**src/hdl/uart_decode_pkg.sv**
```systemverilog
// Shared constants and types for the channel register decoder.
// Assumes a single clock domain and an 8-bit host data bus.
package uart_decode_pkg;

    // Register offsets on the three address lines
    localparam logic [2:0] OFFSET_HOLDING = 3'h0;
    localparam logic [2:0] OFFSET_ENABLE = 3'h1;
    localparam logic [2:0] OFFSET_STATUS_CTRL = 3'h2;
    localparam logic [2:0] OFFSET_LINE_CONTROL = 3'h3;
    localparam logic [2:0] OFFSET_MODEM_CONTROL = 3'h4;
    localparam logic [2:0] OFFSET_LINE_STATUS = 3'h5;
    localparam logic [2:0] OFFSET_MODEM_STATUS = 3'h6;
    localparam logic [2:0] OFFSET_SCRATCH = 3'h7;

    // Special values and masks
    localparam logic [7:0] BANK_SELECT_VALUE = 8'hBF;
    localparam logic [7:0] ZERO_BYTE = 8'h00;
    localparam logic [7:0] FRACTION_MASK = 8'h0F;
    localparam logic [7:0] IER_ENHANCED_MASK = 8'hF0;
    localparam logic [7:0] MCR_ENHANCED_MASK = 8'hE0;

    // Field positions
    localparam int DIVISOR_ENABLE_BIT = 7;
    localparam int ENHANCED_ENABLE_BIT = 4;
    localparam int SCRATCH_SWAP_BIT = 6;
    localparam int LEVEL_DIRECTION_BIT = 7;

    // Structure
    localparam int CHANNELS = 2;
    localparam int DATA_WIDTH = 8;
    localparam int ADDR_WIDTH = 3;
    localparam int FIFO_DEPTH = 32;

    // Writable configuration of one channel
    typedef struct packed {
        logic [7:0] divisor_low;
        logic [7:0] divisor_high;
        logic [7:0] divisor_fraction;
        logic [7:0] interrupt_enable;
        logic [7:0] line_control;
        logic [7:0] modem_control;
        logic [7:0] scratch_byte;
        logic [7:0] feature_control;
        logic [7:0] enhanced_function;
        logic [7:0] resume_char_1;
        logic [7:0] resume_char_2;
        logic [7:0] stop_char_1;
        logic [7:0] stop_char_2;
    } channel_regs_type;

endpackage

```
**src/hdl/uart_channel_register_decode.sv**
```systemverilog
// Register decoder for both channels of a dual UART.
// Host pins are synchronised to clk; receive bytes sit in a FIFO.
`timescale 1ns/1ps
`default_nettype none
// How it works
// - Own register set per channel; a low select picks it.
// - Offset 0, divisor off: read oldest byte, write transmits.
// - Divisor on, bank not BF: offsets 0/1 are divisor low/high.
// - Offset 2, bank not BF: fraction with divisor on and enhanced enable.
// - Fraction keeps bits 3..0; upper four bits read as zero.
// - Divisor on and zero, bank not BF: offsets 0/1 read revision/identity.
// - Divisor off: offset 1 is interrupt enable.
// - Bank not BF: offset 2 reads interrupt status, writes FIFO control.
// - Offset 3 always reaches line control.
// - Bank not BF: offset 4 is modem control.
// - Bank not BF: offset 5 reads line status, offset 6 modem status.
// - Normal bank ignores writes to offset 6.
// - Offset 7, swap bit clear: plain scratch byte.
// - Offset 7, swap set: read gives a fill level.
// - Offset 7, swap set: write loads mode select only.
// - Bank BF: offset 0 writes trigger level, reads level count.
// - Bank BF: offset 1 is feature control.
// - Bank BF: offset 2 is enhanced function.
// - Bank BF: offsets 4..7 are resume 1, resume 2, stop 1, stop 2.
module uart_channel_register_decode
    import uart_decode_pkg::*;
#(
    parameter int DEPTH = FIFO_DEPTH,
    parameter logic [7:0] REVISION_VALUE = 8'h01, // Arbitrary value
    parameter logic [7:0] IDENTITY_VALUE = 8'h5C  // Arbitrary value
) (
    input wire logic clk,
    input wire logic rstn,
    input wire logic [ADDR_WIDTH-1:0] address_pin,
    input wire logic chan_a_select_n,
    input wire logic chan_b_select_n,
    input wire logic read_strobe_n,
    input wire logic write_strobe_n,
    input wire logic [DATA_WIDTH-1:0] data_pin_in,
    output logic [DATA_WIDTH-1:0] data_pin_out,
    output logic data_pin_oe,
    input wire logic [CHANNELS-1:0] rx_char_valid,
    input wire logic [CHANNELS-1:0][7:0] rx_char,
    output logic [CHANNELS-1:0] rx_char_ready,
    output logic [CHANNELS-1:0] tx_char_valid,
    output logic [CHANNELS-1:0][7:0] tx_char,
    input wire logic [CHANNELS-1:0][7:0] interrupt_status,
    input wire logic [CHANNELS-1:0][7:0] line_status,
    input wire logic [CHANNELS-1:0][7:0] modem_status,
    input wire logic [CHANNELS-1:0][7:0] tx_fill_level,
    output channel_regs_type [CHANNELS-1:0] channel_regs,
    output logic [CHANNELS-1:0][7:0] fifo_control,
    output logic [CHANNELS-1:0] fifo_control_load,
    output logic [CHANNELS-1:0][7:0] fifo_trigger_level,
    output logic [CHANNELS-1:0] fifo_trigger_load,
    output logic [CHANNELS-1:0][7:0] extended_mode_select,
    output logic [CHANNELS-1:0] extended_mode_load
);
    localparam int FILL_WIDTH = $clog2(DEPTH) + 1;
    localparam logic [3:0] STROBE_IDLE = 4'hF;
    localparam logic [10:0] BUS_IDLE = 11'h000;

    typedef struct packed {
        channel_regs_type [CHANNELS-1:0] regs;
        logic [CHANNELS-1:0][7:0] fifo_control;
        logic [CHANNELS-1:0][7:0] trigger_level;
        logic [CHANNELS-1:0][7:0] mode_select;
        logic [CHANNELS-1:0][7:0] tx_char;
        logic [CHANNELS-1:0] fifo_control_load;
        logic [CHANNELS-1:0] trigger_load;
        logic [CHANNELS-1:0] mode_load;
        logic [CHANNELS-1:0] tx_valid;
        logic [7:0] data_out;
        logic data_oe;
        logic read_prev_n;
        logic write_prev_n;
    } decode_state_type;

    decode_state_type state;
    decode_state_type next_state;

    logic [3:0] strobes;
    logic [10:0] bus_pins;
    logic sel_a_n;
    logic sel_b_n;
    logic rd_n;
    logic wr_n;
    logic [ADDR_WIDTH-1:0] offset;
    logic [7:0] wdata;
    logic [CHANNELS-1:0] rx_pop;
    logic [CHANNELS-1:0] rx_avail;
    logic [CHANNELS-1:0][7:0] rx_head;
    logic [CHANNELS-1:0][FILL_WIDTH-1:0] rx_fill;

    // Strobes idle high, bus lines idle low
    pin_synchronizer #(.WIDTH(4), .RESET_VALUE(STROBE_IDLE)) strobe_sync (
        .clk(clk),
        .rstn(rstn),
        .pin_in({chan_a_select_n, chan_b_select_n, read_strobe_n,
                 write_strobe_n}),
        .stable_out(strobes)
    );

    pin_synchronizer #(.WIDTH(11), .RESET_VALUE(BUS_IDLE)) bus_sync (
        .clk(clk),
        .rstn(rstn),
        .pin_in({address_pin, data_pin_in}),
        .stable_out(bus_pins)
    );

    assign {sel_a_n, sel_b_n, rd_n, wr_n} = strobes;
    assign {offset, wdata} = bus_pins;

    // One receive FIFO per channel; a full FIFO stalls the receiver
    for (genvar c = 0; c < CHANNELS; c++) begin : g_rx
        byte_fifo #(.WIDTH(8), .DEPTH(DEPTH)) rx_fifo (
            .clk(clk),
            .rstn(rstn),
            .in_valid(rx_char_valid[c]),
            .in_data(rx_char[c]),
            .in_ready(rx_char_ready[c]),
            .out_valid(rx_avail[c]),
            .out_data(rx_head[c]),
            .out_ready(rx_pop[c]),
            .fill_count(rx_fill[c])
        );
    end

    // Decode one access per strobe falling edge
    always_comb begin
        logic chan;
        logic selected;
        logic read_start;
        logic write_start;
        logic divisor_on;
        logic bank_bf;
        logic enhanced;
        logic swapped;
        logic divisor_zero;
        logic [7:0] level;
        logic [7:0] rdata;
        channel_regs_type r;

        next_state = state;
        next_state.fifo_control_load = '0;
        next_state.trigger_load = '0;
        next_state.mode_load = '0;
        next_state.tx_valid = '0;
        next_state.read_prev_n = rd_n;
        next_state.write_prev_n = wr_n;
        rx_pop = '0;

        // Both selects low is a host fault and reaches neither channel
        chan = !sel_b_n;
        selected = sel_a_n ^ sel_b_n;
        read_start = selected && !rd_n && state.read_prev_n;
        write_start = selected && !wr_n && state.write_prev_n;

        r = state.regs[chan];
        divisor_on = r.line_control[DIVISOR_ENABLE_BIT];
        bank_bf = r.line_control == BANK_SELECT_VALUE;
        enhanced = r.enhanced_function[ENHANCED_ENABLE_BIT];
        swapped = r.feature_control[SCRATCH_SWAP_BIT];
        divisor_zero = r.divisor_low == ZERO_BYTE &&
                       r.divisor_high == ZERO_BYTE;
        // Direction bit set picks transmit level
        level = r.feature_control[LEVEL_DIRECTION_BIT] ?
                tx_fill_level[chan] : 8'(rx_fill[chan]);

        // Read multiplexer
        rdata = ZERO_BYTE;
        unique case (offset)
            OFFSET_HOLDING: begin
                if (bank_bf) begin
                    rdata = level;
                end else if (divisor_on) begin
                    rdata = divisor_zero ? REVISION_VALUE
                                         : r.divisor_low;
                end else begin
                    rdata = rx_avail[chan] ? rx_head[chan] : ZERO_BYTE;
                end
            end
            OFFSET_ENABLE: begin
                if (bank_bf) begin
                    rdata = r.feature_control;
                end else if (divisor_on) begin
                    rdata = divisor_zero ? IDENTITY_VALUE
                                         : r.divisor_high;
                end else begin
                    rdata = r.interrupt_enable;
                end
            end
            OFFSET_STATUS_CTRL: begin
                if (bank_bf) begin
                    rdata = r.enhanced_function;
                end else if (divisor_on && enhanced) begin
                    rdata = r.divisor_fraction & FRACTION_MASK;
                end else begin
                    rdata = interrupt_status[chan];
                end
            end
            OFFSET_LINE_CONTROL: begin
                rdata = r.line_control;
            end
            OFFSET_MODEM_CONTROL: begin
                rdata = bank_bf ? r.resume_char_1 : r.modem_control;
            end
            OFFSET_LINE_STATUS: begin
                rdata = bank_bf ? r.resume_char_2 : line_status[chan];
            end
            OFFSET_MODEM_STATUS: begin
                rdata = bank_bf ? r.stop_char_1 : modem_status[chan];
            end
            OFFSET_SCRATCH: begin
                if (bank_bf) begin
                    rdata = r.stop_char_2;
                end else if (swapped) begin
                    rdata = level;
                end else begin
                    rdata = r.scratch_byte;
                end
            end
        endcase

        // Read data held until the strobe lifts
        if (read_start) begin
            next_state.data_out = rdata;
            next_state.data_oe = 1'b1;
            if (offset == OFFSET_HOLDING && !divisor_on && !bank_bf) begin
                rx_pop[chan] = 1'b1;
            end
        end else if (rd_n || !selected) begin
            next_state.data_oe = 1'b0;
        end

        // Write steering
        if (write_start) begin
            unique case (offset)
                OFFSET_HOLDING: begin
                    if (bank_bf) begin
                        next_state.trigger_level[chan] = wdata;
                        next_state.trigger_load[chan] = 1'b1;
                    end else if (divisor_on) begin
                        r.divisor_low = wdata;
                    end else begin
                        next_state.tx_char[chan] = wdata;
                        next_state.tx_valid[chan] = 1'b1;
                    end
                end
                OFFSET_ENABLE: begin
                    if (bank_bf) begin
                        r.feature_control = wdata;
                    end else if (divisor_on) begin
                        r.divisor_high = wdata;
                    end else if (enhanced) begin
                        r.interrupt_enable = wdata;
                    end else begin
                        // Upper bits locked unless enhanced
                        r.interrupt_enable = (wdata & ~IER_ENHANCED_MASK) |
                            (r.interrupt_enable & IER_ENHANCED_MASK);
                    end
                end
                OFFSET_STATUS_CTRL: begin
                    if (bank_bf) begin
                        r.enhanced_function = wdata;
                    end else if (divisor_on && enhanced) begin
                        r.divisor_fraction = wdata & FRACTION_MASK;
                    end else begin
                        next_state.fifo_control[chan] = wdata;
                        next_state.fifo_control_load[chan] = 1'b1;
                    end
                end
                OFFSET_LINE_CONTROL: begin
                    r.line_control = wdata;
                end
                OFFSET_MODEM_CONTROL: begin
                    if (bank_bf) begin
                        r.resume_char_1 = wdata;
                    end else if (enhanced) begin
                        r.modem_control = wdata;
                    end else begin
                        r.modem_control = (wdata & ~MCR_ENHANCED_MASK) |
                            (r.modem_control & MCR_ENHANCED_MASK);
                    end
                end
                OFFSET_LINE_STATUS: begin
                    if (bank_bf) begin
                        r.resume_char_2 = wdata;
                    end
                end
                OFFSET_MODEM_STATUS: begin
                    // Normal bank drops the write
                    if (bank_bf) begin
                        r.stop_char_1 = wdata;
                    end
                end
                OFFSET_SCRATCH: begin
                    if (bank_bf) begin
                        r.stop_char_2 = wdata;
                    end else if (swapped) begin
                        next_state.mode_select[chan] = wdata;
                        next_state.mode_load[chan] = 1'b1;
                    end else begin
                        r.scratch_byte = wdata;
                    end
                end
            endcase
            next_state.regs[chan] = r;
        end
    end

    always_ff @(posedge clk or negedge rstn) begin
        if (!rstn) begin
            state <= '0;
            state.read_prev_n <= 1'b1;
            state.write_prev_n <= 1'b1;
        end else begin
            state <= next_state;
        end
    end

    // Registered outputs
    assign data_pin_out = state.data_out;
    assign data_pin_oe = state.data_oe;
    assign tx_char_valid = state.tx_valid;
    assign tx_char = state.tx_char;
    assign channel_regs = state.regs;
    assign fifo_control = state.fifo_control;
    assign fifo_control_load = state.fifo_control_load;
    assign fifo_trigger_level = state.trigger_level;
    assign fifo_trigger_load = state.trigger_load;
    assign extended_mode_select = state.mode_select;
    assign extended_mode_load = state.mode_load;
endmodule
`default_nettype wire

```
**src/hdl/pin_synchronizer.sv**
```systemverilog
// Three-stage synchroniser for a group of pins.
// A bit changes once stages two and three agree.
`timescale 1ns/1ps
`default_nettype none
module pin_synchronizer #(
    parameter int WIDTH = 1,
    parameter logic [WIDTH-1:0] RESET_VALUE = '0
) (
    input wire logic clk,
    input wire logic rstn,
    input wire logic [WIDTH-1:0] pin_in,
    output logic [WIDTH-1:0] stable_out
);
    typedef struct packed {
        logic [WIDTH-1:0] stage1;
        logic [WIDTH-1:0] stage2;
        logic [WIDTH-1:0] stage3;
        logic [WIDTH-1:0] stable;
    } sync_state_type;

    sync_state_type state;
    sync_state_type next_state;

    // Only stage two reads stage one, to contain metastability
    always_comb begin
        next_state.stage1 = pin_in;
        next_state.stage2 = state.stage1;
        next_state.stage3 = state.stage2;
        next_state.stable = (state.stage2 & state.stage3) |
                            (state.stable & (state.stage2 | state.stage3));
    end

    always_ff @(posedge clk or negedge rstn) begin
        if (!rstn) begin
            state <= {4{RESET_VALUE}};
        end else begin
            state <= next_state;
        end
    end

    assign stable_out = state.stable;
endmodule
`default_nettype wire

```
**src/hdl/byte_fifo.sv**
```systemverilog
// Synchronous FIFO with valid/ready on both sides and a fill count.
// Full and empty are registered, so in_ready and out_valid come from flops.
`timescale 1ns/1ps
`default_nettype none
module byte_fifo #(
    parameter int WIDTH = 8,
    parameter int DEPTH = 32
) (
    input wire logic clk,
    input wire logic rstn,
    input wire logic in_valid,
    input wire logic [WIDTH-1:0] in_data,
    output logic in_ready,
    output logic out_valid,
    output logic [WIDTH-1:0] out_data,
    input wire logic out_ready,
    output logic [$clog2(DEPTH):0] fill_count
);
    localparam int PTR_WIDTH = $clog2(DEPTH);

    typedef struct packed {
        logic [PTR_WIDTH-1:0] write_ptr;
        logic [PTR_WIDTH-1:0] read_ptr;
        logic [PTR_WIDTH:0] count;
        logic full;
        logic empty;
    } fifo_state_type;

    fifo_state_type state;
    fifo_state_type next_state;
    logic [WIDTH-1:0] storage [DEPTH];
    logic push;
    logic pop;

    assign push = in_valid && !state.full;
    assign pop = out_ready && !state.empty;

    // Pointers wrap; DEPTH must be a power of two
    always_comb begin
        next_state = state;
        if (push) begin
            next_state.write_ptr = state.write_ptr + 1'b1;
        end
        if (pop) begin
            next_state.read_ptr = state.read_ptr + 1'b1;
        end
        if (push && !pop) begin
            next_state.count = state.count + 1'b1;
        end else if (pop && !push) begin
            next_state.count = state.count - 1'b1;
        end
        next_state.full = next_state.count == (PTR_WIDTH + 1)'(DEPTH);
        next_state.empty = next_state.count == '0;
    end

    always_ff @(posedge clk or negedge rstn) begin
        if (!rstn) begin
            state <= '{write_ptr: '0, read_ptr: '0, count: '0,
                       full: 1'b0, empty: 1'b1};
        end else begin
            state <= next_state;
        end
    end

    // No reset on storage keeps it plain RAM
    always_ff @(posedge clk) begin
        if (push) begin
            storage[state.write_ptr] <= in_data;
        end
    end

    assign in_ready = !state.full;
    assign out_valid = !state.empty;
    assign out_data = storage[state.read_ptr];
    assign fill_count = state.count;
endmodule
`default_nettype wire

```
**config.mk**
```make
export PLATFORM = sky130hd
export DESIGN_NAME = uart_channel_register_decode
export DESIGN_NICKNAME = d
export VERILOG_FILES = /design/src/hdl/uart_decode_pkg.sv /design/src/hdl/uart_channel_register_decode.sv /design/src/hdl/pin_synchronizer.sv /design/src/hdl/byte_fifo.sv
export SDC_FILE = /design/constraint.sdc
export NUM_CORES = 1
export LEC_CHECK = 0
export ABC_AREA = 0
export BUFFER_PORTS_ARGS = -buffer_cell sky130_fd_sc_hd__buf_2
export CELL_PAD_IN_SITES_DETAIL_PLACEMENT = 0
export CELL_PAD_IN_SITES_GLOBAL_PLACEMENT = 2
export CORE_ASPECT_RATIO = 1.2
export CORE_MARGIN = 3
export CORE_UTILIZATION = 40
export DETAILED_ROUTE_END_ITERATION = 8
export PLACE_DENSITY_LB_ADDON = 0.1
export SETUP_SLACK_MARGIN = 0.02
export SLEW_MARGIN = 20
export SYNTH_ARGS = -nofsm -noshare
export SYNTH_HDL_FRONTEND = slang
export SYNTH_SLANG_ARGS = --single-unit
```
**constraint.sdc**
```tcl
create_clock -name clk -period 8.4 [get_ports clk]
set_clock_uncertainty 0.1 [all_clocks]
set_input_delay 0.42 -clock clk [delete_from_list [all_inputs] [get_ports clk]]
set_output_delay 0.42 -clock clk [all_outputs]
set_load 0.03 [all_outputs]
```
==> results of run 1 <==
synth_stat cells (all sizes together), types with 10 or more instances:
| library cell | n | area share [%] |
|---|---|---|
| a211oi | 22 | 0.42 |
| a21oi | 46 | 0.59 |
| a221oi | 13 | 0.29 |
| a22o | 40 | 0.89 |
| a22oi | 13 | 0.25 |
| a31oi | 10 | 0.16 |
| and3 | 13 | 0.21 |
| buf | 344 | 6.3 |
| clkbuf | 84 | 0.80 |
| dfrtp | 367 | 23 |
| dfstp | 20 | 1.3 |
| edfxtp | 512 | 39 |
| ha | 14 | 0.45 |
| inv | 18 | 0.17 |
| maj3 | 15 | 0.38 |
| mux2 | 170 | 4.9 |
| mux2i | 157 | 4.0 |
| mux4 | 114 | 6.5 |
| nand2 | 149 | 1.4 |
| nand3 | 25 | 0.32 |
| nand3b | 10 | 0.19 |
| nand4 | 14 | 0.22 |
| nor2 | 135 | 1.3 |
| nor2b | 22 | 0.35 |
| nor3 | 22 | 0.32 |
| nor4 | 14 | 0.26 |
| o211ai | 10 | 0.19 |
| o21ai | 63 | 0.80 |
| o221ai | 20 | 0.45 |
| o22a | 45 | 1.0 |
| o22ai | 28 | 0.45 |
| xnor2 | 22 | 0.49 |
routing by layer:
layer | GRT usage, % | vias to the layer above
met5 | 0 | -
met4 | 8.51 | 2
met3 | 3.88 | 172
met2 | 42.5 | 749
met1 | 30.6 | 12061
li1 | - | 9912
metrics by stage:
step / utilization (%) / instances
detailed placement: 41.5 / 3910
CTS: 45.1 / 4101
finish: 45.1 / 4102
global route: 45.1 / 4102
floorplan: - / 2642
global placement: 41.5 / 3910
sequential cells by signal, indices dropped and copies added, names as in the netlist, 8 cells and up:
name and count:
g_rx.rx_fifo.state 24, data_pin_out 8, fifo_trigger_level 16, tx_char 16, strobe_sync.next_state 8, bus_sync.state 11
fifo_control 16, g_rx.rx_fifo.fill_count 12, channel_regs 208, bus_sync.next_state 22, bus_sync.stable_out 11, g_rx.rx_fifo.storage 512
extended_mode_select 16
worst max-delay path: cells and delay by family (launching register included):
kind            cells  cell delay [ps]
compound gates      4             1480
flops               1              990
simple gates        3              940
buf+inv             1              550
worst min path at each step:
stage	from	endpoint	slack, ps	cells past startpoint
global placement	bus_sync.next_state[28]	bus_sync.next_state[17]	240	0
floorplan	rstn	bus_sync.next_state[11]	20	0
global route	rx_char[13]	g_rx[1].rx_fifo.storage[22][5]	180	1
CTS	rx_char[6]	g_rx[0].rx_fifo.storage[0][6]	140	1
detailed placement	bus_sync.next_state[32]	bus_sync.next_state[21]	230	0
finish	rx_char[12]	g_rx[1].rx_fifo.storage[16][4]	180	1
cells in the final DEF (no fill, tap or decap), types with 39 or more instances in the layout:
master / instances
mux2_2: 170
edfxtp_1: 512
dfrtp_1: 355
a21oi_1: 45
o22a_1: 45
mux4_2: 114
mux2i_1: 157
nand2_1: 149
clkbuf_16: 98
buf_2: 388
a22o_1: 39
o21ai_0: 61
nor2_1: 132
kinds of logic (layout without fill, tap and decap cells):
logic type	count (synthesis)	count (layout)	synth area share, %
compound gates	351	351	6.41
xor+xnor	28	28	0.625
fa+ha+maj	29	29	0.829
buf+inv	447	636	7.30
flops	899	899	63.9
mux	441	441	15.4
other cells	0	1	0
simple gates	447	447	5.51
what timing repair did:
| action | in CTS | in global routing |
|---|---|---|
| hold endpoints to repair | 89 | 0 |
| setup endpoints to repair | 0 | 0 |
| hold buffers | 16 | 0 |
| gates resized for setup | 0 | 0 |
cell type report:
cell class | count | area, µm² | area share (%)
sequential | 899 | 25100 | 57.3
antenna | 1 | 2.50 | 0.00571
timing repair buffer | 442 | 2410 | 5.51
clock buffer | 123 | 2630 | 6.00
inverter | 19 | 71.3 | 0.163
tap | 1270 | 1590 | 3.63
clock inverter | 52 | 644 | 1.47
multi-input combinational | 1296 | 11300 | 25.9
where the power goes:
group | switching, mW | internal (mW)
clock | 1.79 | 2.61
combinational | 1.70 | 1.02
sequential | 0.563 | 5.13
total | 4.05 | 8.77
==> run_results.csv, run 1 <==
group,metric,value,unit
outcome,status,"finished clean",
synth,synth_cell_types,72,
critical_path,path_max_fanout,98,
grt,grt_pass1_wl,179000,µm
clock_network,clk_pin_slew,60,ps
routing,initialDrtViolationCount,1870,
cells_and_area,nets,2867,
routing,antenna_left,0,
critical_path,endpoint,"data_pin_out[4]",
die,die_width,292,µm
sta,layout_worst_path_cycle_share,51.6,%
grt,grt_max_degree,99,
clock_network,cts_made_buffers,96,
sta,slew_violations,0,
grt,grt_antenna_before_repair,2,
routing,avgRoutedWirePerCell,30.4,µm
cells_and_area,fin_area,43800,µm²
die,core-area,97100,µm²
clock_network,cts_tree,"done",
critical_path,reg2reg_slack,4060,ps
clock_network,htree_levels,3,
critical_path,endpoint_kind,"flop",
sta,final-setup-viol-count,0,
synth,syn_area_per_cell,14.9,µm²
die,die_area,102000,µm²
critical_path,critPathArrivalTime,4760,ps
routing,viasPerCell,5.58,
sta,rsz0062_at_grt,"no",
synth,synthesis.area,39300,µm²
hold_path,hold_class,"input pin to flop",
clock_network,clockRootBuffer,"clkbuf_16",
critical_path,max_stage_delay,990,ps
synth,ys_ff_latch,899,
flow_run,maxCapViolations,0,
clock_network,cts_buffer_depth,3,
sta,max-slew-margin-rel,26.7,%
sta,hold_viol_final,0,
sta,fmax,231,MHz
synth,ys_seq_area_share,63.9,%
routing,first_pass_iters,5,
sta,setup-tns-final,0,ps
critical_path,worstPathRequired,8820,ps
synth,syn_inst,2642,
synth,synth_edf_count,512,
sta,whs,182,ps
place,preCtsSetupSlack,4180,ps
grt,overflow,0,
die,rows,125,
sta,worstMarginPinSlew,1100,ps
critical_path,timing.rr.start,"strobe_sync.stable_out[2]",
clock_network,clock_latency,670,ps
routing,vias,22896,
routing,routed-wl-met3,6580,µm
clock_network,cts_setup_buffers,0,
routing,drc,0,
routing,met1_length,50300,µm
pwr,p_leak,17.1,nW
pwr,total_power,12.8,mW
critical_path,r2r_cells,8,
cells_and_area,syn_to_final_growth,11.6,%
sta,setup_ws,4060,ps
pwr,p_per_area,293,nW/µm²
routing,wl_met2,63600,µm
place,dp_hpwl,87700,µm
place,place_area,40300,µm²
place,io_buffers,389,
critical_path,crit_slowest_cell,"dfstp_4",
pwr,ir_worst_vdd,0.146,mV
cells_and_area,final_layout_size_suffix_gt1_share,32.4,%
place,gp_congestion,0.899,
critical_path,r2r_end,"data_pin_out[4]",
grt,grt_pass1_vias,23943,
die,start_util,40.4,%
cells_and_area,fillers,8705,
clock_network,cts.sinks,899,
die,fp.dieH,349,µm
synth,syn_nets,2755,
grt,grt_use_total,24.3,%
critical_path,crit_type,"flop to flop",
critical_path,critPathLaunch,"strobe_sync.stable_out[2]",
routing,top_layer,"met5",
synth,async_reset_ff_share,43.0,%
synth,ys_warn_count,0,
critical_path,critPathLaunchType,"flop",
sta,min_period,4340,ps
critical_path,path_cells,"buf_12 -> nand3_1 -> o211ai_1 -> nor2_1 -> a2111oi_0 -> o22ai_1 -> nor4_1 -> o2bb2ai_1",
die,ios,390,
synth,synth_ff_type,"edfxtp_1",
routing,wirelength,125000,µm
Power figures use the tool's default switching activity.
==> inputs of run 2 (changes only) <==
--- a/config.mk
+++ b/config.mk
@@ -5,13 +5,13 @@
 export SDC_FILE = /design/constraint.sdc
 export NUM_CORES = 1
 export LEC_CHECK = 0
-export ABC_AREA = 0
+export ABC_AREA = 1
 export BUFFER_PORTS_ARGS = -buffer_cell sky130_fd_sc_hd__buf_2
 export CELL_PAD_IN_SITES_DETAIL_PLACEMENT = 0
 export CELL_PAD_IN_SITES_GLOBAL_PLACEMENT = 2
 export CORE_ASPECT_RATIO = 1.2
 export CORE_MARGIN = 3
-export CORE_UTILIZATION = 40
+export CORE_UTILIZATION = 34
 export DETAILED_ROUTE_END_ITERATION = 8
 export PLACE_DENSITY_LB_ADDON = 0.1
 export SETUP_SLACK_MARGIN = 0.02
==> constraint.sdc (replaced) <==
create_clock -name clk -period 3.5 [get_ports clk]
set_clock_uncertainty 0.1 [all_clocks]
set_input_delay 0.175 -clock clk [delete_from_list [all_inputs] [get_ports clk]]
set_output_delay 0.175 -clock clk [all_outputs]
set_load 0.03 [all_outputs]
==> run 2 against run 1 <==
Compared with the run above: clock power is 140% higher; critical path depth up 6; die area is 26% higher; maximum frequency increased by 38%; via count is 33% higher; combinational power rose to 3.4 times the previous value; worst hold slack worse by 160 ps; highest routed layer unchanged; final area grew 9.4%; first-iteration DRC count increased by 12%; sequential power increased by 130%.
==> run_results.csv, run 2 <==
group,metric,value,unit
die,die_area,128000,µm²
routing,viasPerCell,4.77,
outcome,status,"finished clean",
synth,synth_edf_count,512,
pwr,p_leak,21.2,nW
pwr,total_power,33.2,mW
cells_and_area,largest_reg_flops,512,
pwr,p_per_area,692,nW/µm²
critical_path,critPathLaunch,"strobe_sync.stable_out[2]",
synth,synth_area_leader_cell,"edfxtp_1",
clock_network,htree_levels,3,
sta,layout_worst_path_cycle_share,89.7,%
sta,worstMarginPinSlew,1040,ps
place,dp_hpwl,101000,µm
routing,avgRoutedWirePerCell,22.9,µm
critical_path,worstPathRequired,4030,ps
critical_path,critPathLaunchType,"flop",
clock_network,cts_made_buffers,98,
critical_path,crit_family,"simple AND/OR/NAND/NOR gates",
grt,grt_max_degree,171,
synth,syn_inst,4521,
clock_network,postCtsResizedCells,0,
grt,grt_antenna_before_repair,1,
cells_and_area,nets,4805,
routing,wirelength,147000,µm
cells_and_area,final_layout_size_suffix_gt1_share,16.2,%
cells_and_area,antenna_cells,0,
clock_network,postCtsHoldBufs,54,
cells_and_area,final_cell_mix,"nand2_1, edfxtp_1, o21ai_0, buf_2, dfrtp_1",
synth,syn_area_per_cell,9.30,µm²
synth,synthMostInstantiatedCell,"nand2_1",
synth,synthesis.area,42000,µm²
synth,synthTopCellsByArea,"edfxtp_1, dfrtp_1, nand2_1",
critical_path,path_max_fanout,38,
synth,ys_seq_area_share,59.7,%
place,preCtsSetupSlack,336,ps
synth,ys_top_cells_by_count,"nand2_1, edfxtp_1, o21ai_0",
critical_path,endpoint_kind,"flop",
cells_and_area,final_common_cell,"nand2_1",
clock_network,clockRootBuffer,"clkbuf_16",
die,rows,140,
critical_path,path_cells,"buf_12 -> buf_4 -> o21ai_0 -> nor2_1 -> nand2_1 -> nor2_1 -> nand2_1 -> nand2_1 -> nand2_1 -> nand2_1 -> nor2_1 -> nand2_1 -> nor2_1 -> a21boi_1",
sta,hold_viol_final,0,
grt,use_met2,40.4,%
clock_network,cts_setup_buffers,0,
grt,busiest_layer,"met2",
clock_network,cts_tree,"done",
die,start_util,34.4,%
die,ios,390,
grt,grt_pass1_wl,213000,µm
cells_and_area,fillers,12490,
critical_path,max_stage_delay,640,ps
critical_path,timing.rr.start,"strobe_sync.stable_out[2]",
critical_path,crit_slowest_cell,"dfstp_4",
clock_network,clk_pin_slew,70,ps
pwr,ir_worst_vdd,0.527,mV
synth,async_reset_ff_share,43.0,%
critical_path,critPathArrivalTime,3670,ps
clock_network,clock_latency,700,ps
grt,use_met3,3.89,%
sta,fmax,319,MHz
hold_path,min_from,"rx_char[7]",
synth,synth_ff_type,"edfxtp_1",
critical_path,cp.buffers_inverters,2,
synth,yosysTopAreaCellShare,36.6,%
routing,vias,30525,
die,die_width,327,µm
sta,final-setup-viol-count,0,
synth,syn_nets,4634,
grt,grt_use_met1,27.9,%
clock_network,cts_buffer_depth,3,
synth,ys_warn_count,0,
grt,grt_pass1_vias,30422,
flow_run,maxCapViolations,0,
routing,antenna_left,0,
die,fp.dieH,391,µm
sta,setup-tns-final,0,ps
grt,overflow,0,
hold_path,hold_class,"input pin to flop",
sta,setup_ws,361,ps
critical_path,crit_type,"flop to flop",
die,core-area,122000,µm²
place,gp_congestion,0.869,
place,io_buffers,389,
synth,ys_ff_latch,899,
sta,slew_violations,0,
grt,grt_use_total,22.7,%
sta,min_period,3140,ps
routing,first_pass_iters,6,
critical_path,cpMostUsedCell,"nand2_1",
synth,synth_cell_types,47,
routing,initialDrtViolationCount,2092,
routing,drc,0,
cells_and_area,syn_to_final_growth,14.0,%
sta,max-slew-margin-rel,30.6,%
cells_and_area,largest-register,"g_rx.rx_fifo.storage",
clock_network,cts.sinks,899,
sta,rsz0062_at_grt,"no",
==> run 2: cell count changes after synthesis, sizes merged, moves of 40 or more <==
cell   before   now
inv        18   177
buf       344   421
nand2     149  1563
o22a       45     0
mux4      114     0
mux2      170     0
nor2      135   342
a22o       40     0
o21ai      63   451
mux2i     157    33
nand3      25   310
==> run 2: metrics by stage <==
| step | instances | hold slack, ps | util [%] | instance area [µm²] |
|---|---|---|---|---|
| after floorplan | 4521 | -221 | - | 42000 |
| after global placement | 6171 | -27.1 | 36.1 | 44100 |
| after detailed placement | 6171 | -22.2 | 36.1 | 44100 |
| after CTS | 6406 | 0.314 | 39.2 | 47900 |
| after global routing | 6406 | 35.1 | 39.2 | 47900 |
| final | 6406 | 26.9 | 39.2 | 47900 |
==> run 2: area by class of cell <==
cell class                      count  area, µm²  area share (%)
Timing Repair Buffer              585       3790            7.90
Inverter                          188        721            1.50
Sequential cell                   899      25100            52.4
Clock buffer                      126       2670            5.57
Clock inverter                     55        599            1.25
Multi-Input combinational cell   2920      13000            27.1
Tap cell                         1633       2040            4.26
==> run 2: power breakdown <==
| group | internal, mW | leakage, nW | total (mW) | switching (mW) |
|---|---|---|---|---|
| clock | 6.19 | 1.59 | 10.7 | 4.46 |
| combinational | 2.54 | 9.91 | 9.29 | 6.75 |
| sequential | 12.3 | 9.70 | 13.2 | 0.906 |
==> run 2: path summary, 6_finish.rpt <==
| kind | to | slack, ps | cells after the start |
|---|---|---|---|
| max in group asynchronous | g_rx[1].rx_fifo.state[8] | 2020 | 4 |
| max reg2reg | data_pin_out[6] | 360 | 14 |
| max | data_pin_out[6] | 360 | 14 |
| min in group asynchronous | channel_regs[11] | 500 | 4 |
| min | g_rx[0].rx_fifo.storage[7][7] | 30 | 1 |
| min reg2reg | bus_sync.next_state[14] | 250 | 0 |
==> run 2: metal layers <==
layer / up-vias / part of all wire, %
met5: - / 0.0082
met4: 2 / 3.0
met3: 174 / 5.0
met2: 727 / 51
met1: 14708 / 41
li1: 14914 / -
==> run 2: logic make-up (layout without fill, tap and decap cells) <==
| family | after synthesis | in the layout | share of synthesized area (%) |
|---|---|---|---|
| DFF | 899 | 899 | 59.7 |
| AOI/OAI and AO/OA | 560 | 560 | 6.90 |
| adders and majority gates | 29 | 29 | 0.774 |
| xor gates and xnor gates | 25 | 25 | 0.521 |
| and+or+nand+nor | 2273 | 2273 | 21.9 |
| buffers and inverters | 702 | 954 | 9.44 |
| muxes | 33 | 33 | 0.786 |
